### src/pkg/aqp_regs.svh
// register map, field positions, reset values and timing constants of the monitor
`ifndef AQP_REGS_SVH
`define AQP_REGS_SVH
// ------------------------------------------------------------
// register byte offsets
// ------------------------------------------------------------
`define AQP_OFS_CMD 8'h00
`define AQP_OFS_CFG 8'h04
`define AQP_OFS_SENSOR 8'h08
`define AQP_OFS_STATUS 8'h0c
`define AQP_OFS_THR_LO 8'h10
`define AQP_OFS_THR_HI 8'h14
// ------------------------------------------------------------
// command bits (write one to issue)
// ------------------------------------------------------------
`define AQP_CMD_POWER 0
`define AQP_CMD_MON_DOWN 1
`define AQP_CMD_MON_UP 2
`define AQP_CMD_ION 3
`define AQP_CMD_ON_TMR 4
`define AQP_CMD_OFF_TMR 5
`define AQP_CMD_FAN 6
`define AQP_CMD_SWING 7
// ------------------------------------------------------------
// configuration fields and reset values
// ------------------------------------------------------------
`define AQP_CFG_SENS_LSB 0
`define AQP_CFG_AUTOFAN 2
`define AQP_CFG_AUTOSWING 3
`define AQP_CFG_COOLONLY 4
`define AQP_CFG_NOAUTO 5
`define AQP_CFG_MONDIS 6
`define AQP_SENS_LOW 2'h0
`define AQP_SENS_STD 2'h1
`define AQP_SENS_HIGH 2'h2
`define AQP_CFG_RESET 32'h0000000d
`define AQP_G1_RESET 16'h0020
`define AQP_G2_RESET 16'h0040
`define AQP_G3_RESET 16'h0080
`define AQP_G4_RESET 16'h0100
// ------------------------------------------------------------
// timing
// ------------------------------------------------------------
`define AQP_CLK_HZ 100000000
`define AQP_TICK_S 1
`define AQP_TICK_CYC (`AQP_CLK_HZ * `AQP_TICK_S)
`define AQP_STAB_S 10'd120
`define AQP_SAMPLE_S 10'd4
`define AQP_IMPROVE_S 10'd60
`define AQP_CLEAN_S 10'd600
`define AQP_HOLD_NOAUTO_S 10'd5
`define AQP_HOLD_DIS_S 10'd15
`define AQP_RPM_LVL1 7'h14
`define AQP_RPM_LVL2 7'h28
`endif

### src/pkg/aqp_pkg.sv
// types shared by the air quality monitor files
`default_nettype none
package aqp_pkg;
  // gray along off -> alone -> combined -> running
  typedef enum logic [1:0] {
    AQP_OFF = 2'h0,
    AQP_ALONE = 2'h1,
    AQP_COMB = 2'h3,
    AQP_RUN = 2'h2
  } aqp_mode_t;

  typedef logic [1:0] aqp_level_t;

  typedef struct packed {
    logic fanRun;
    logic fanAuto;
    logic swingAuto;
    logic louverOpen;
    logic [6:0] rpmOffset;
    logic ionOn;
    logic monLed;
    logic ionLed;
    logic beepLong;
    logic beepShort;
  } aqp_drive_t;
endpackage
`default_nettype wire

### src/design/aqp_classify.sv
// dirtiness classification with hysteresis and sensitivity shift
`default_nettype none
`include "aqp_regs.svh"
module aqp_classify (
  input wire logic [15:0] dirt, // max minus current resistance
  input wire logic [1:0] sens, // sensitivity select
  input wire logic [63:0] thr, // dirtiness_thresholds g4..g1
  input wire aqp_pkg::aqp_level_t prev, // present measured level
  output aqp_pkg::aqp_level_t level // new measured level
);
  // low sensitivity doubles every threshold, high halves it
  function automatic logic [16:0] shiftThr(input logic [15:0] t, input logic [1:0] s);
    if (s == `AQP_SENS_LOW) return {t, 1'b0};
    else if (s == `AQP_SENS_HIGH) return {2'h0, t[15:1]};
    else return {1'b0, t};
  endfunction

  logic [16:0] g1, g2, g3, g4;
  assign g1 = shiftThr(thr[15:0], sens);
  assign g2 = shiftThr(thr[31:16], sens);
  assign g3 = shiftThr(thr[47:32], sens);
  assign g4 = shiftThr(thr[63:48], sens);

  // rising thresholds g2 and g4, falling g1 and g3, so a level does not chatter
  always_comb begin
    level = prev;
    unique case (prev)
      2'h0: if ({1'b0, dirt} >= g4) level = 2'h2; else if ({1'b0, dirt} >= g2) level = 2'h1;
      2'h1: if ({1'b0, dirt} >= g4) level = 2'h2; else if ({1'b0, dirt} < g1) level = 2'h0;
      default: if ({1'b0, dirt} < g1) level = 2'h0; else if ({1'b0, dirt} < g3) level = 2'h1;
    endcase
  end
endmodule // aqp_classify
`default_nettype wire

### src/design/aqp_monitor.sv
// air quality monitoring controller with wishbone register access
// Summary of operation
// - power-on starts monitoring unless auto entry off or monitoring disabled
// - button starts stand-alone or adds to cooling
// - power, button, ionizer button, off timer end
// - five second hold disables auto entry
// - fifteen second hold disables monitoring
// - two minute stabilisation forces level two
// - sample resistance periodically, high means clean
// - dirtiness is maximum minus current resistance
// - thresholds classify into levels zero to two
// - sensitivity shifts whole threshold set
// - level one or two starts ionizer
// - improvement two to one applied after 60s
// - ionizer stops after ten clean minutes
// - auto fan adds 0, 20, 40 rpm
// - combined operation keeps mode's fan and swing
// - stand-alone ionizing forces auto fan, with level boost
// - stand-alone ionizing forces auto swing
// - stand-alone ionizer stop halts fan, closes louver
// - indicators light for monitoring and ionizer
// - long beep stopping, short beep otherwise (a five or fifteen second hold release gets the long beep unless power or off timer is in the same write)
// - on timer resumes without monitoring, off stops
// - power fail resumes previous monitoring operation
//
// Implementation choices: the register offsets and the Wishbone slave port.
`default_nettype none
`include "aqp_regs.svh"
module aqp_monitor #(
  parameter int unsigned TICK_CYCLES = `AQP_TICK_CYC
) (
  input wire logic clk, // 100 MHz system clock
  input wire logic srst, // sync reset, active high
  input wire logic wb_cyc_i, // wishbone cycle
  input wire logic wb_stb_i, // wishbone strobe
  input wire logic wb_we_i, // wishbone write
  input wire logic [7:0] wb_adr_i, // byte address
  input wire logic [3:0] wb_sel_i, // byte lanes
  input wire logic [31:0] wb_dat_i, // write data
  output logic [31:0] wb_dat_o, // read data
  output logic wb_ack_o, // one-cycle acknowledge
  input wire logic [1:0] restoreMode, // retained mode from backup store
  output logic [1:0] savedMode, // mode to retain over power loss
  output aqp_pkg::aqp_drive_t drive // fan, louver, ionizer, indicators
);
  // ------------------------------------------------------------
  // helpers
  // ------------------------------------------------------------
  function automatic logic [31:0] mergeLanes(input logic [31:0] old, input logic [31:0] nw,
                                             input logic [3:0] sel);
    logic [31:0] r;
    r = old;
    for (int i = 0; i < 4; i++) begin
      if (sel[i]) r[i*8 +: 8] = nw[i*8 +: 8];
    end
    return r;
  endfunction

  function automatic logic isMon(input aqp_pkg::aqp_mode_t m);
    return (m == aqp_pkg::AQP_ALONE) || (m == aqp_pkg::AQP_COMB);
  endfunction

  // ------------------------------------------------------------
  // wishbone slave
  // ------------------------------------------------------------
  logic [31:0] cfg_q;
  logic [15:0] sensor_q;
  logic [63:0] thr_q;
  logic [7:0] cmd;
  logic wbReq;
  logic wrCfg;
  aqp_pkg::aqp_mode_t mode_q;
  aqp_pkg::aqp_level_t level_q, meas_q, measNew;
  logic ion_q;
  logic [15:0] max_q;
  logic inStab;

  assign wbReq = wb_cyc_i && wb_stb_i && !wb_ack_o;
  assign cmd = (wbReq && wb_we_i && wb_adr_i == `AQP_OFS_CMD && wb_sel_i[0]) ?
               wb_dat_i[7:0] : 8'h0;
  assign wrCfg = wbReq && wb_we_i && wb_adr_i == `AQP_OFS_CFG;

  // answer one cycle after the request, unmapped reads give zero
  always_ff @(posedge clk) begin
    if (srst) begin
      wb_ack_o <= 1'b0;
      wb_dat_o <= 32'h0;
    end else begin
      wb_ack_o <= wbReq;
      wb_dat_o <= 32'h0;
      if (wbReq && !wb_we_i) begin
        unique case (wb_adr_i)
          `AQP_OFS_CFG: wb_dat_o <= cfg_q;
          `AQP_OFS_SENSOR: wb_dat_o <= {16'h0, sensor_q};
          `AQP_OFS_STATUS: wb_dat_o <= {max_q, 8'h0, inStab, ion_q, meas_q,
                                        level_q, mode_q};
          `AQP_OFS_THR_LO: wb_dat_o <= thr_q[31:0];
          `AQP_OFS_THR_HI: wb_dat_o <= thr_q[63:32];
          default: wb_dat_o <= 32'h0;
        endcase
      end
    end
  end

  // ------------------------------------------------------------
  // time base and hold measurement
  // ------------------------------------------------------------
  logic tick;
  logic [9:0] hold_q;
  logic holding_q;
  logic shortPress, holdNoAuto, holdDisable;

  aqp_tick #(.CYCLES(TICK_CYCLES)) u_tick (
    .clk(clk),
    .srst(srst),
    .tick(tick)
  );

  always_ff @(posedge clk) begin
    if (srst) begin
      holding_q <= 1'b0;
      hold_q <= 10'h0;
    end else if (cmd[`AQP_CMD_MON_DOWN]) begin
      holding_q <= 1'b1;
      hold_q <= 10'h0;
    end else if (cmd[`AQP_CMD_MON_UP]) begin
      holding_q <= 1'b0;
    end else if (holding_q && tick && hold_q != 10'h3ff) begin
      hold_q <= hold_q + 10'h1;
    end
  end

  // hold length is judged only at release
  assign holdDisable = cmd[`AQP_CMD_MON_UP] && holding_q && hold_q >= `AQP_HOLD_DIS_S;
  assign holdNoAuto = cmd[`AQP_CMD_MON_UP] && holding_q && !holdDisable &&
                      hold_q >= `AQP_HOLD_NOAUTO_S;
  assign shortPress = cmd[`AQP_CMD_MON_UP] && holding_q && hold_q < `AQP_HOLD_NOAUTO_S;

  // ------------------------------------------------------------
  // configuration and data registers
  // ------------------------------------------------------------
  always_ff @(posedge clk) begin
    if (srst) begin
      cfg_q <= `AQP_CFG_RESET;
    end else begin
      if (wrCfg) cfg_q <= mergeLanes(cfg_q, wb_dat_i, wb_sel_i);
      // a hold release outranks a software write of the same bit
      if (holdNoAuto) cfg_q[`AQP_CFG_NOAUTO] <= 1'b1;
      if (holdDisable) cfg_q[`AQP_CFG_MONDIS] <= 1'b1;
    end
  end

  always_ff @(posedge clk) begin
    if (srst) begin
      sensor_q <= 16'h0;
      thr_q <= {`AQP_G4_RESET, `AQP_G3_RESET, `AQP_G2_RESET, `AQP_G1_RESET};
    end else if (wbReq && wb_we_i) begin
      if (wb_adr_i == `AQP_OFS_SENSOR)
        sensor_q <= 16'(mergeLanes({16'h0, sensor_q}, wb_dat_i, wb_sel_i));
      if (wb_adr_i == `AQP_OFS_THR_LO) thr_q[31:0] <= mergeLanes(thr_q[31:0], wb_dat_i, wb_sel_i);
      if (wb_adr_i == `AQP_OFS_THR_HI)
        thr_q[63:32] <= mergeLanes(thr_q[63:32], wb_dat_i, wb_sel_i);
    end
  end

  // ------------------------------------------------------------
  // power-fail restore
  // ------------------------------------------------------------
  logic [1:0] restSync1_q, restSync2_q;
  logic [1:0] restWait_q;
  logic restore;

  always_ff @(posedge clk) begin
    restSync1_q <= restoreMode;
    restSync2_q <= restSync1_q;
  end

  // wait until the synchroniser has settled before looking at the stored mode
  always_ff @(posedge clk) begin
    if (srst) restWait_q <= 2'h0;
    else if (restWait_q != 2'h3) restWait_q <= restWait_q + 2'h1;
  end
  assign restore = restWait_q == 2'h2;

  // ------------------------------------------------------------
  // operation mode
  // ------------------------------------------------------------
  aqp_pkg::aqp_mode_t modeNext;
  logic beepL, beepS, monStart, monDis;
  logic standIon;

  assign monDis = cfg_q[`AQP_CFG_MONDIS];
  assign standIon = mode_q == aqp_pkg::AQP_ALONE && ion_q;

  always_comb begin
    modeNext = mode_q;
    beepL = 1'b0;
    beepS = 1'b0;
    if (restore) begin
      if (isMon(aqp_pkg::aqp_mode_t'(restSync2_q))) modeNext = aqp_pkg::aqp_mode_t'(restSync2_q);
    end else if (cmd[`AQP_CMD_OFF_TMR]) begin
      modeNext = aqp_pkg::AQP_OFF;
      beepL = mode_q != aqp_pkg::AQP_OFF;
    end else if (cmd[`AQP_CMD_POWER]) begin
      if (mode_q == aqp_pkg::AQP_OFF) begin
        modeNext = (!monDis && !cfg_q[`AQP_CFG_NOAUTO]) ? aqp_pkg::AQP_COMB
                                                        : aqp_pkg::AQP_RUN;
        beepS = 1'b1;
      end else begin
        modeNext = aqp_pkg::AQP_OFF;
        beepL = 1'b1;
      end
    end else if (shortPress && !monDis) begin
      unique case (mode_q)
        aqp_pkg::AQP_OFF: begin
          modeNext = aqp_pkg::AQP_ALONE;
          beepS = 1'b1;
        end
        aqp_pkg::AQP_RUN: begin
          if (cfg_q[`AQP_CFG_COOLONLY]) begin
            modeNext = aqp_pkg::AQP_COMB;
            beepS = 1'b1;
          end
        end
        aqp_pkg::AQP_ALONE: begin
          modeNext = aqp_pkg::AQP_OFF;
          beepL = 1'b1;
        end
        aqp_pkg::AQP_COMB: begin
          modeNext = aqp_pkg::AQP_RUN;
          beepL = 1'b1;
        end
      endcase
    end else if (holdNoAuto || holdDisable) begin
      beepL = 1'b1;
      if (holdDisable && mode_q == aqp_pkg::AQP_ALONE) modeNext = aqp_pkg::AQP_OFF;
      if (holdDisable && mode_q == aqp_pkg::AQP_COMB) modeNext = aqp_pkg::AQP_RUN;
    end else if (cmd[`AQP_CMD_ION]) begin
      if (isMon(mode_q)) begin
        modeNext = (mode_q == aqp_pkg::AQP_COMB) ? aqp_pkg::AQP_RUN : aqp_pkg::AQP_OFF;
        beepL = 1'b1;
      end else begin
        beepS = 1'b1;
      end
    end else if (cmd[`AQP_CMD_ON_TMR]) begin
      if (mode_q == aqp_pkg::AQP_OFF) begin
        modeNext = aqp_pkg::AQP_RUN;
        beepS = 1'b1;
      end
    end else if (cmd[`AQP_CMD_FAN] || cmd[`AQP_CMD_SWING]) begin
      beepS = !standIon && mode_q != aqp_pkg::AQP_OFF;
    end
  end

  assign monStart = isMon(modeNext) && !isMon(mode_q);

  always_ff @(posedge clk) begin
    if (srst) mode_q <= aqp_pkg::AQP_OFF;
    else mode_q <= modeNext;
  end

  // ------------------------------------------------------------
  // gas sensor evaluation
  // ------------------------------------------------------------
  logic [9:0] stab_q, sample_q, improve_q, clean_q;
  logic sampleNow;

  assign inStab = isMon(mode_q) && stab_q != 10'h0;
  assign sampleNow = isMon(mode_q) && !inStab && tick && sample_q == 10'h0;

  always_ff @(posedge clk) begin
    if (srst) begin
      stab_q <= 10'h0;
      sample_q <= 10'h0;
    end else if (monStart) begin
      stab_q <= `AQP_STAB_S;
      sample_q <= 10'h0;
    end else if (tick && isMon(mode_q)) begin
      if (stab_q != 10'h0) stab_q <= stab_q - 10'h1;
      else if (sample_q == 10'h0) sample_q <= `AQP_SAMPLE_S - 10'h1;
      else sample_q <= sample_q - 10'h1;
    end
  end

  // the first sample after stabilisation seeds the maximum
  logic haveMax_q;
  always_ff @(posedge clk) begin
    if (srst || monStart) begin
      max_q <= 16'h0;
      haveMax_q <= 1'b0;
    end else if (sampleNow) begin
      haveMax_q <= 1'b1;
      if (!haveMax_q || sensor_q > max_q) max_q <= sensor_q;
    end
  end

  logic [15:0] dirt;
  assign dirt = (haveMax_q && max_q > sensor_q) ? max_q - sensor_q : 16'h0;

  aqp_classify u_class (
    .dirt(dirt),
    .sens(cfg_q[`AQP_CFG_SENS_LSB +: 2]),
    .thr(thr_q),
    .prev(meas_q),
    .level(measNew)
  );

  always_ff @(posedge clk) begin
    if (srst) meas_q <= 2'h2;
    else if (monStart || inStab) meas_q <= 2'h2;
    else if (sampleNow) meas_q <= measNew;
  end

  // ------------------------------------------------------------
  // applied level and ionizer
  // ------------------------------------------------------------
  // any drop from level two waits out the improvement delay
  always_ff @(posedge clk) begin
    if (srst || monStart || !isMon(mode_q)) begin
      level_q <= 2'h2;
      improve_q <= 10'h0;
    end else if (level_q == 2'h2 && meas_q != 2'h2) begin
      if (improve_q >= `AQP_IMPROVE_S) begin
        level_q <= meas_q;
        improve_q <= 10'h0;
      end else if (tick) begin
        improve_q <= improve_q + 10'h1;
      end
    end else begin
      level_q <= meas_q;
      improve_q <= 10'h0;
    end
  end

  always_ff @(posedge clk) begin
    if (srst || !isMon(mode_q)) begin
      ion_q <= 1'b0;
      clean_q <= 10'h0;
    end else if (level_q != 2'h0) begin
      ion_q <= 1'b1;
      clean_q <= 10'h0;
    end else if (clean_q >= `AQP_CLEAN_S) begin
      ion_q <= 1'b0;
    end else if (tick) begin
      clean_q <= clean_q + 10'h1;
    end
  end

  // ------------------------------------------------------------
  // drive outputs
  // ------------------------------------------------------------
  logic fanAutoEff;
  assign fanAutoEff = standIon || (mode_q != aqp_pkg::AQP_ALONE && cfg_q[`AQP_CFG_AUTOFAN]);

  always_ff @(posedge clk) begin
    if (srst) begin
      drive <= '0;
      savedMode <= 2'h0;
    end else begin
      savedMode <= mode_q;
      drive.fanRun <= (mode_q == aqp_pkg::AQP_ALONE) ? ion_q : mode_q != aqp_pkg::AQP_OFF;
      drive.louverOpen <= (mode_q == aqp_pkg::AQP_ALONE) ? ion_q
                                                         : mode_q != aqp_pkg::AQP_OFF;
      drive.fanAuto <= fanAutoEff;
      drive.swingAuto <= standIon || (mode_q != aqp_pkg::AQP_ALONE &&
                                      cfg_q[`AQP_CFG_AUTOSWING]);
      if (ion_q && fanAutoEff && level_q == 2'h2) drive.rpmOffset <= `AQP_RPM_LVL2;
      else if (ion_q && fanAutoEff && level_q == 2'h1) drive.rpmOffset <= `AQP_RPM_LVL1;
      else drive.rpmOffset <= 7'h0;
      drive.ionOn <= ion_q;
      drive.monLed <= isMon(mode_q);
      drive.ionLed <= ion_q;
      drive.beepLong <= beepL;
      drive.beepShort <= beepS;
    end
  end
endmodule // aqp_monitor
`default_nettype wire

### src/design/aqp_tick.sv
// one-second time base from the system clock
`default_nettype none
`include "aqp_regs.svh"
module aqp_tick #(
  parameter int unsigned CYCLES = `AQP_TICK_CYC
) (
  input wire logic clk, // system clock
  input wire logic srst, // sync reset
  output logic tick // one-cycle pulse per second
);
  logic [31:0] cnt_q;

  always_ff @(posedge clk) begin
    if (srst) begin
      cnt_q <= 32'h0;
      tick <= 1'b0;
    end else if (cnt_q == CYCLES - 1) begin
      cnt_q <= 32'h0;
      tick <= 1'b1;
    end else begin
      cnt_q <= cnt_q + 32'h1;
      tick <= 1'b0;
    end
  end
endmodule // aqp_tick
`default_nettype wire

### config.mk
export PLATFORM = sky130hd
export DESIGN_NAME = aqp_monitor
export DESIGN_NICKNAME = d
export VERILOG_FILES = /design/src/pkg/aqp_pkg.sv /design/src/design/aqp_classify.sv /design/src/design/aqp_monitor.sv /design/src/design/aqp_tick.sv
export VERILOG_INCLUDE_DIRS = /design/src /design/src/pkg
export SDC_FILE = /design/constraint.sdc
export NUM_CORES = 1
export LEC_CHECK = 0
export ABC_AREA = 1
export ABC_CLOCK_PERIOD_IN_PS = 3690
export BUFFER_PORTS_ARGS = -buffer_cell sky130_fd_sc_hd__buf_2
export CAP_MARGIN = 20
export CORE_MARGIN = 1
export CORE_UTILIZATION = 55
export DETAILED_ROUTE_END_ITERATION = 10
export PLACE_DENSITY = 0.77
export SLEW_MARGIN = 25
export SYNTH_ARGS = -nofsm -noshare
export SYNTH_HDL_FRONTEND = slang
export SYNTH_SLANG_ARGS = --single-unit
### constraint.sdc
create_clock -name clk -period 3.69 [get_ports clk]
set_input_delay 0.1845 -clock clk [delete_from_list [all_inputs] [get_ports clk]]
set_output_delay 0.1845 -clock clk [all_outputs]
set_load 0.005 [all_outputs]
# Word-level counts from Yosys, hierarchy flattened
# Index checks and enable logic that the tools add are counted.
# word_totals
ff_bits,275
input_bits,51
output_inout_bits,51
wordCells,271
# classes
addsub,8
order_cmp,11
n_eq_ne,25
n_mux,71
n_bitwise,5
reduce_logical,105
# op_table
operator,n
$pmux W32 S5,1
$mux W16,5
$mux W17,4
$mux W2,23
$mux W7,5
$ge A16 B17 Y1,2
$lt A16 B17 Y1,2
$logic_and A1 B1 Y1,33
$add A32 B1 Y32 const B,1
$eq A32 B27 Y1 const B,1
$gt A16 B16 Y1,2
$add A10 B1 Y10 const B,3
$reduce_and A3 Y1,10
$mux W1,26
$reduce_and A2 Y1,12
$reduce_bool A2 Y1,10
$sub A10 B1 Y10 const B,2
$reduce_or A2 Y1,9
$eq A8 B4 Y1 const B,2
$eq A8 B5 Y1 const B,2
$sub A16 B16 Y16,1
$eq A2 B2 Y1 const B,7
$logic_or A1 B1 Y1,12
$eq A2 B1 Y1 const B,5
other kinds (27),45

# Logic depth before layout (Yosys ltp)
# depth
ltp_word,23
mapped_depth,31
ltp_nobuf,31

# By module
# From an unflattened synthesis, not the netlist that was laid out.
# hier_totals
cells_unflattened,2101
area_unflattened_um2,14994.4
# by_module_without_submodules
mod,instances,cells_each,area_each_um2,seq_area_each_um2
aqp_monitor,1,1385,10522.6,4744.6
aqp_classify,1,433,2658.8,0.0
aqp_tick,1,283,1813.0,660.6

# Least setup slack after synthesis
# OpenSTA, ideal clock, no wires.
# synth_path
path_type,reg2reg
from,reg sensor_q[0]
to,reg meas_q[0]
setup_time_ns,0.113
arrival_time_ns,3.452
t_required_ns,3.577
path_slack_ns,0.125
path_stages_with_launch,25
n_path_buf,1
synth_period_minus_slack_ns,3.565
path_cell_list,dfxtp_1 ha_1 inv_1 fa_1 nand2_1 nand2_1 nand3_1 nand2_2 nand2_1 nand2_1 nand3_1 clkbuf_1 nor2_1 ha_1 a21oi_1 nor2_1 a211oi_1 nor2_1 a211oi_1 a21boi_0 nand3_1 nand3_1 nand2_1 nand2_1 nor2_1
# synth_via
elab_chain_len,6
word_cells_on_any_way,16
classes_between,add/sub: 1; order compare: 5; eq/ne: 2; mux: 5; reduce/logical: 3
# synth_lines
element,line_no,text
"start, declared",aqp_monitor.sv:67,logic [15:0] sensor_q;
"start signal, assigned",aqp_monitor.sv:159,"sensor_q <= 16'(mergeLanes({16'h0, sensor_q}, wb_dat_i, wb_sel_i));"
$gt A16 B16 Y1,aqp_monitor.sv:298,assign dirt = (haveMax_q && max_q > sensor_q) ? max_q - sensor_q : 16'h0;
$logic_and A1 B1 Y1,aqp_monitor.sv:298,
$mux W16 (*),aqp_monitor.sv:298,
"$lt A16 B17 Y1, or another cell as far along","aqp_classify.sv:29, aqp_classify.sv:30",
"$ne A3 B1 Y1 (no line), or another cell as far along",-,
$reduce_and A4 Y1 (no line) or $pmux W2 S2 (tied branches),-,
"end signal, assigned",aqp_monitor.sv:311,else if (sampleNow) meas_q <= measNew;
"end, declared",aqp_monitor.sv:73,"aqp_pkg::aqp_level_t level_q, meas_q, measNew;"
# Every way passes the cells marked *; elsewhere a longest branch is shown, timed or not.
# A chain may end at the register's enable or synchronous reset.

# Worst setup path after layout
# layout_path
from,reg sensor_q[3]
to,reg meas_q[0]
# Same word-level chain as after synthesis.

==> results.sh <==
export IMPL_outcome="completed"
export IMPL_rows=58
export IMPL_num_nets_final=2226
export IMPL_reg2reg_depth=25
export IMPL_powerDensity_mw_per_mm2=363
export IMPL_wire_per_inst_um=17.0
export IMPL_synthFlopType="dfxtp_1"
export IMPL_drtIter0Drc=1121
export IMPL_ys_ff_latch=270
export IMPL_gp_congestion=0.936
export IMPL_area_growth_syn_to_layout_pct=19.9
export IMPL_drv_cap=0
export IMPL_dp_hpwl_um=29300
export IMPL_cts_tree="done"
export IMPL_synth_cells=1923
export IMPL_initial_core_util=0.565
export IMPL_hold_path_class="in2reg"
export IMPL_synth_distinct_cells=64
export IMPL_antenna_found_initial=1
export IMPL_holdWs_ns=0.0476
export IMPL_htreeDepth=1
export IMPL_path_max_fanout=4
export IMPL_die_w_um=163
export IMPL_hold_violations=0
export IMPL_numClockSinks=270
export IMPL_io_buffers=98
export IMPL_required_ns=4.15
export IMPL_critPathKind="reg2reg"
export IMPL_crit_slowest_cell="ha_1"
export IMPL_power_leakage_nw=6.83
export IMPL_start_kind="register"
export IMPL_via_count=14200
export IMPL_cp_depth=25
export IMPL_finClkSkew_ns=0.0201
export IMPL_netlist_top_cells_area="dfxtp_1 38%, ha_1 7.5%, nand2_1 7.4%"
export IMPL_yosys_area_top_type="dfxtp_1"
export IMPL_ys_warn_count=0
export IMPL_routed_wl_um=41400
export IMPL_syn_avg_cell_area_um2=7.45
export IMPL_grt_max_degree=84
export IMPL_seq_area_mm2=0.00542
export IMPL_synth_top_area_share=0.377
export IMPL_root_buffer="clkbuf_16"
export IMPL_worst_path_dominant_cell_family="simple AND/OR/NAND/NOR gates"
export IMPL_finalCoreUtilization=0.678
export IMPL_drv_slew=0
export IMPL_critPathCaptureType="register"
export IMPL_fill_cells=2095
export IMPL_hold_depth=2
export IMPL_slew_headroom=0.302
export IMPL_worst_pin_slew_ns=1.04
export IMPL_core_area_mm2=0.0253
export IMPL_path_buf_inv=4
export IMPL_grt_pass1_vias=13600
export IMPL_layout_drive_gt1_share=0.181
export IMPL_yosys_cell_count_top_type="nand2_1"
export IMPL_cts_buffers=28
export IMPL_ys_top_cells_by_count="283 x nand2_1, 270 x dfxtp_1, 226 x inv_1"
export IMPL_drcViolationCount=0
export IMPL_critical_path_max_stage_delay_ns=0.36
export IMPL_multiInputGateArea_mm2=0.00806
export IMPL_synth_area_mm2=0.0143
export IMPL_first_pass_iters=7
export IMPL_cts_max_path_buffers=3
export IMPL_ys_seq_area_frac=0.377
export IMPL_fmax_mhz=279
export IMPL_ioPinCount=102
export IMPL_post_route_min_period_ns=3.59
export IMPL_synth_edf_count=0
export IMPL_rsz0062_at_grt="yes"
export IMPL_grt_overflow_total=0
export IMPL_ir_drop_v=0.000419
export IMPL_die_h_um=163
export IMPL_async_flop_share=0
export IMPL_clkTransAtPathRegs_ns=0.06
export IMPL_antenna_left=0
export IMPL_cp_common_cell="nand2_1"
export IMPL_critPathArrivalTime_ns=4.05
export IMPL_fin_crit_sh=0.973
export IMPL_die_area_mm2=0.0267
export IMPL_clk_latency_ns=0.57
export IMPL_vias_per_cell=5.82
export IMPL_setup_viol=0
export IMPL_grt_pass1_wl_um=65800
export IMPL_gr_usage_all_layers=0.306
==> per-stage QoR <==
step | cell area [µm²] | setup WS, ns | cells | power, mW | setup TNS (ns)
2_1_floorplan | 14300 | 0.125 | 1929 | 3.28 | 0
3_3_place_gp | 15400 | -0.0207 | 2344 | 3.36 | -0.0274
3_5_place_dp | 15400 | -0.101 | 2344 | 3.36 | -0.171
4_1_cts | 16700 | 0.00785 | 2427 | 6.24 | 0
5_1_grt | 17200 | -0.0692 | 2435 | 6.40 | -0.0692
6_report | 17200 | 0.100 | 2437 | 6.23 | 0
==> report_power, final <==
group,switching [mW],leakage (nW),total (mW),internal [mW]
Clock,1.21,0.453,2.89,1.68
Sequential,0.0316,2.18,2.98,2.95
Combinational,0.231,4.19,0.354,0.124
Total,1.47,6.83,6.23,4.75
==> what timing repair did <==
action / CTS / global route
gates resized for setup: 7 / 84
setup endpoints to repair: 2 / 2
endpoints found under the hold margin: 104 / 0
hold buffers: 36 / 0
setup buffers: 0 / 8
pin swaps: 1 / 28
==> flip-flops by register name, indices dropped and copies added (netlist names), 9 cells and up, named ones only <==
register and count:
thr_q 64, max_q 16, wb_dat_o 32, improve_q 10
cfg_q 32, stab_q 10, sample_q 10, u_tick.cnt_q 32
hold_q 10, sensor_q 16, clean_q 10, drive 9
==> cell usage in the layout (no fill, tap or decap), types with 12 or more instances in the layout <==
cell,n
nand2_1,271
clkbuf_16,28
ha_1,72
nand3_1,45
nor4_1,13
inv_1,221
dlygate4sd3_1,36
a21oi_1,206
nor2_2,27
nand2_2,19
a21oi_2,24
inv_2,12
dfxtp_1,262
nor2_1,193
o22ai_1,31
nor3_1,27
a22oi_1,20
a221oi_1,17
nand4_1,22
o21ai_0,149
o221ai_1,36
xor2_1,19
buf_4,73
buf_2,98
==> kinds of logic after synthesis <==
group,count (synthesis),share of synthesized area
simple gates,678,0.214
mux,1,0.000699
xor+xnor,28,0.0171
other cells,1,0.000262
fa+ha+maj,87,0.0765
compound gates,541,0.225
flops,270,0.377
buf+inv,317,0.0886
==> routing by layer <==
layer | GRT usage | vias up | part of all wire
met4 | 0.136 | 0 | 0.040
met1 | 0.385 | 6630 | 0.43
met2 | 0.515 | 564 | 0.46
met5 | 0 | - | 0
li1 | - | 6879 | -
met3 | 0.0457 | 117 | 0.072
==> area by class of cell <==
class	count	area share
diodes	2	0.000292
clock buffers	37	0.0451
clock inverters	10	0.00889
inverters	235	0.0514
multi-input cells	1342	0.470
flip-flops and latches	270	0.315
well taps	330	0.0241
repair buffers	211	0.0851
==> final timing paths <==
path | end | startpoint | slack, ns
worst min register to register | restSync2_q[0] | restSync1_q[0] | 0.33
worst max register to register | meas_q[0] | sensor_q[3] | 0.10
worst min-delay path | u_tick.tick | srst | 0.05
worst max-delay path | meas_q[0] | sensor_q[3] | 0.10
Power figures use the tool's default switching activity.
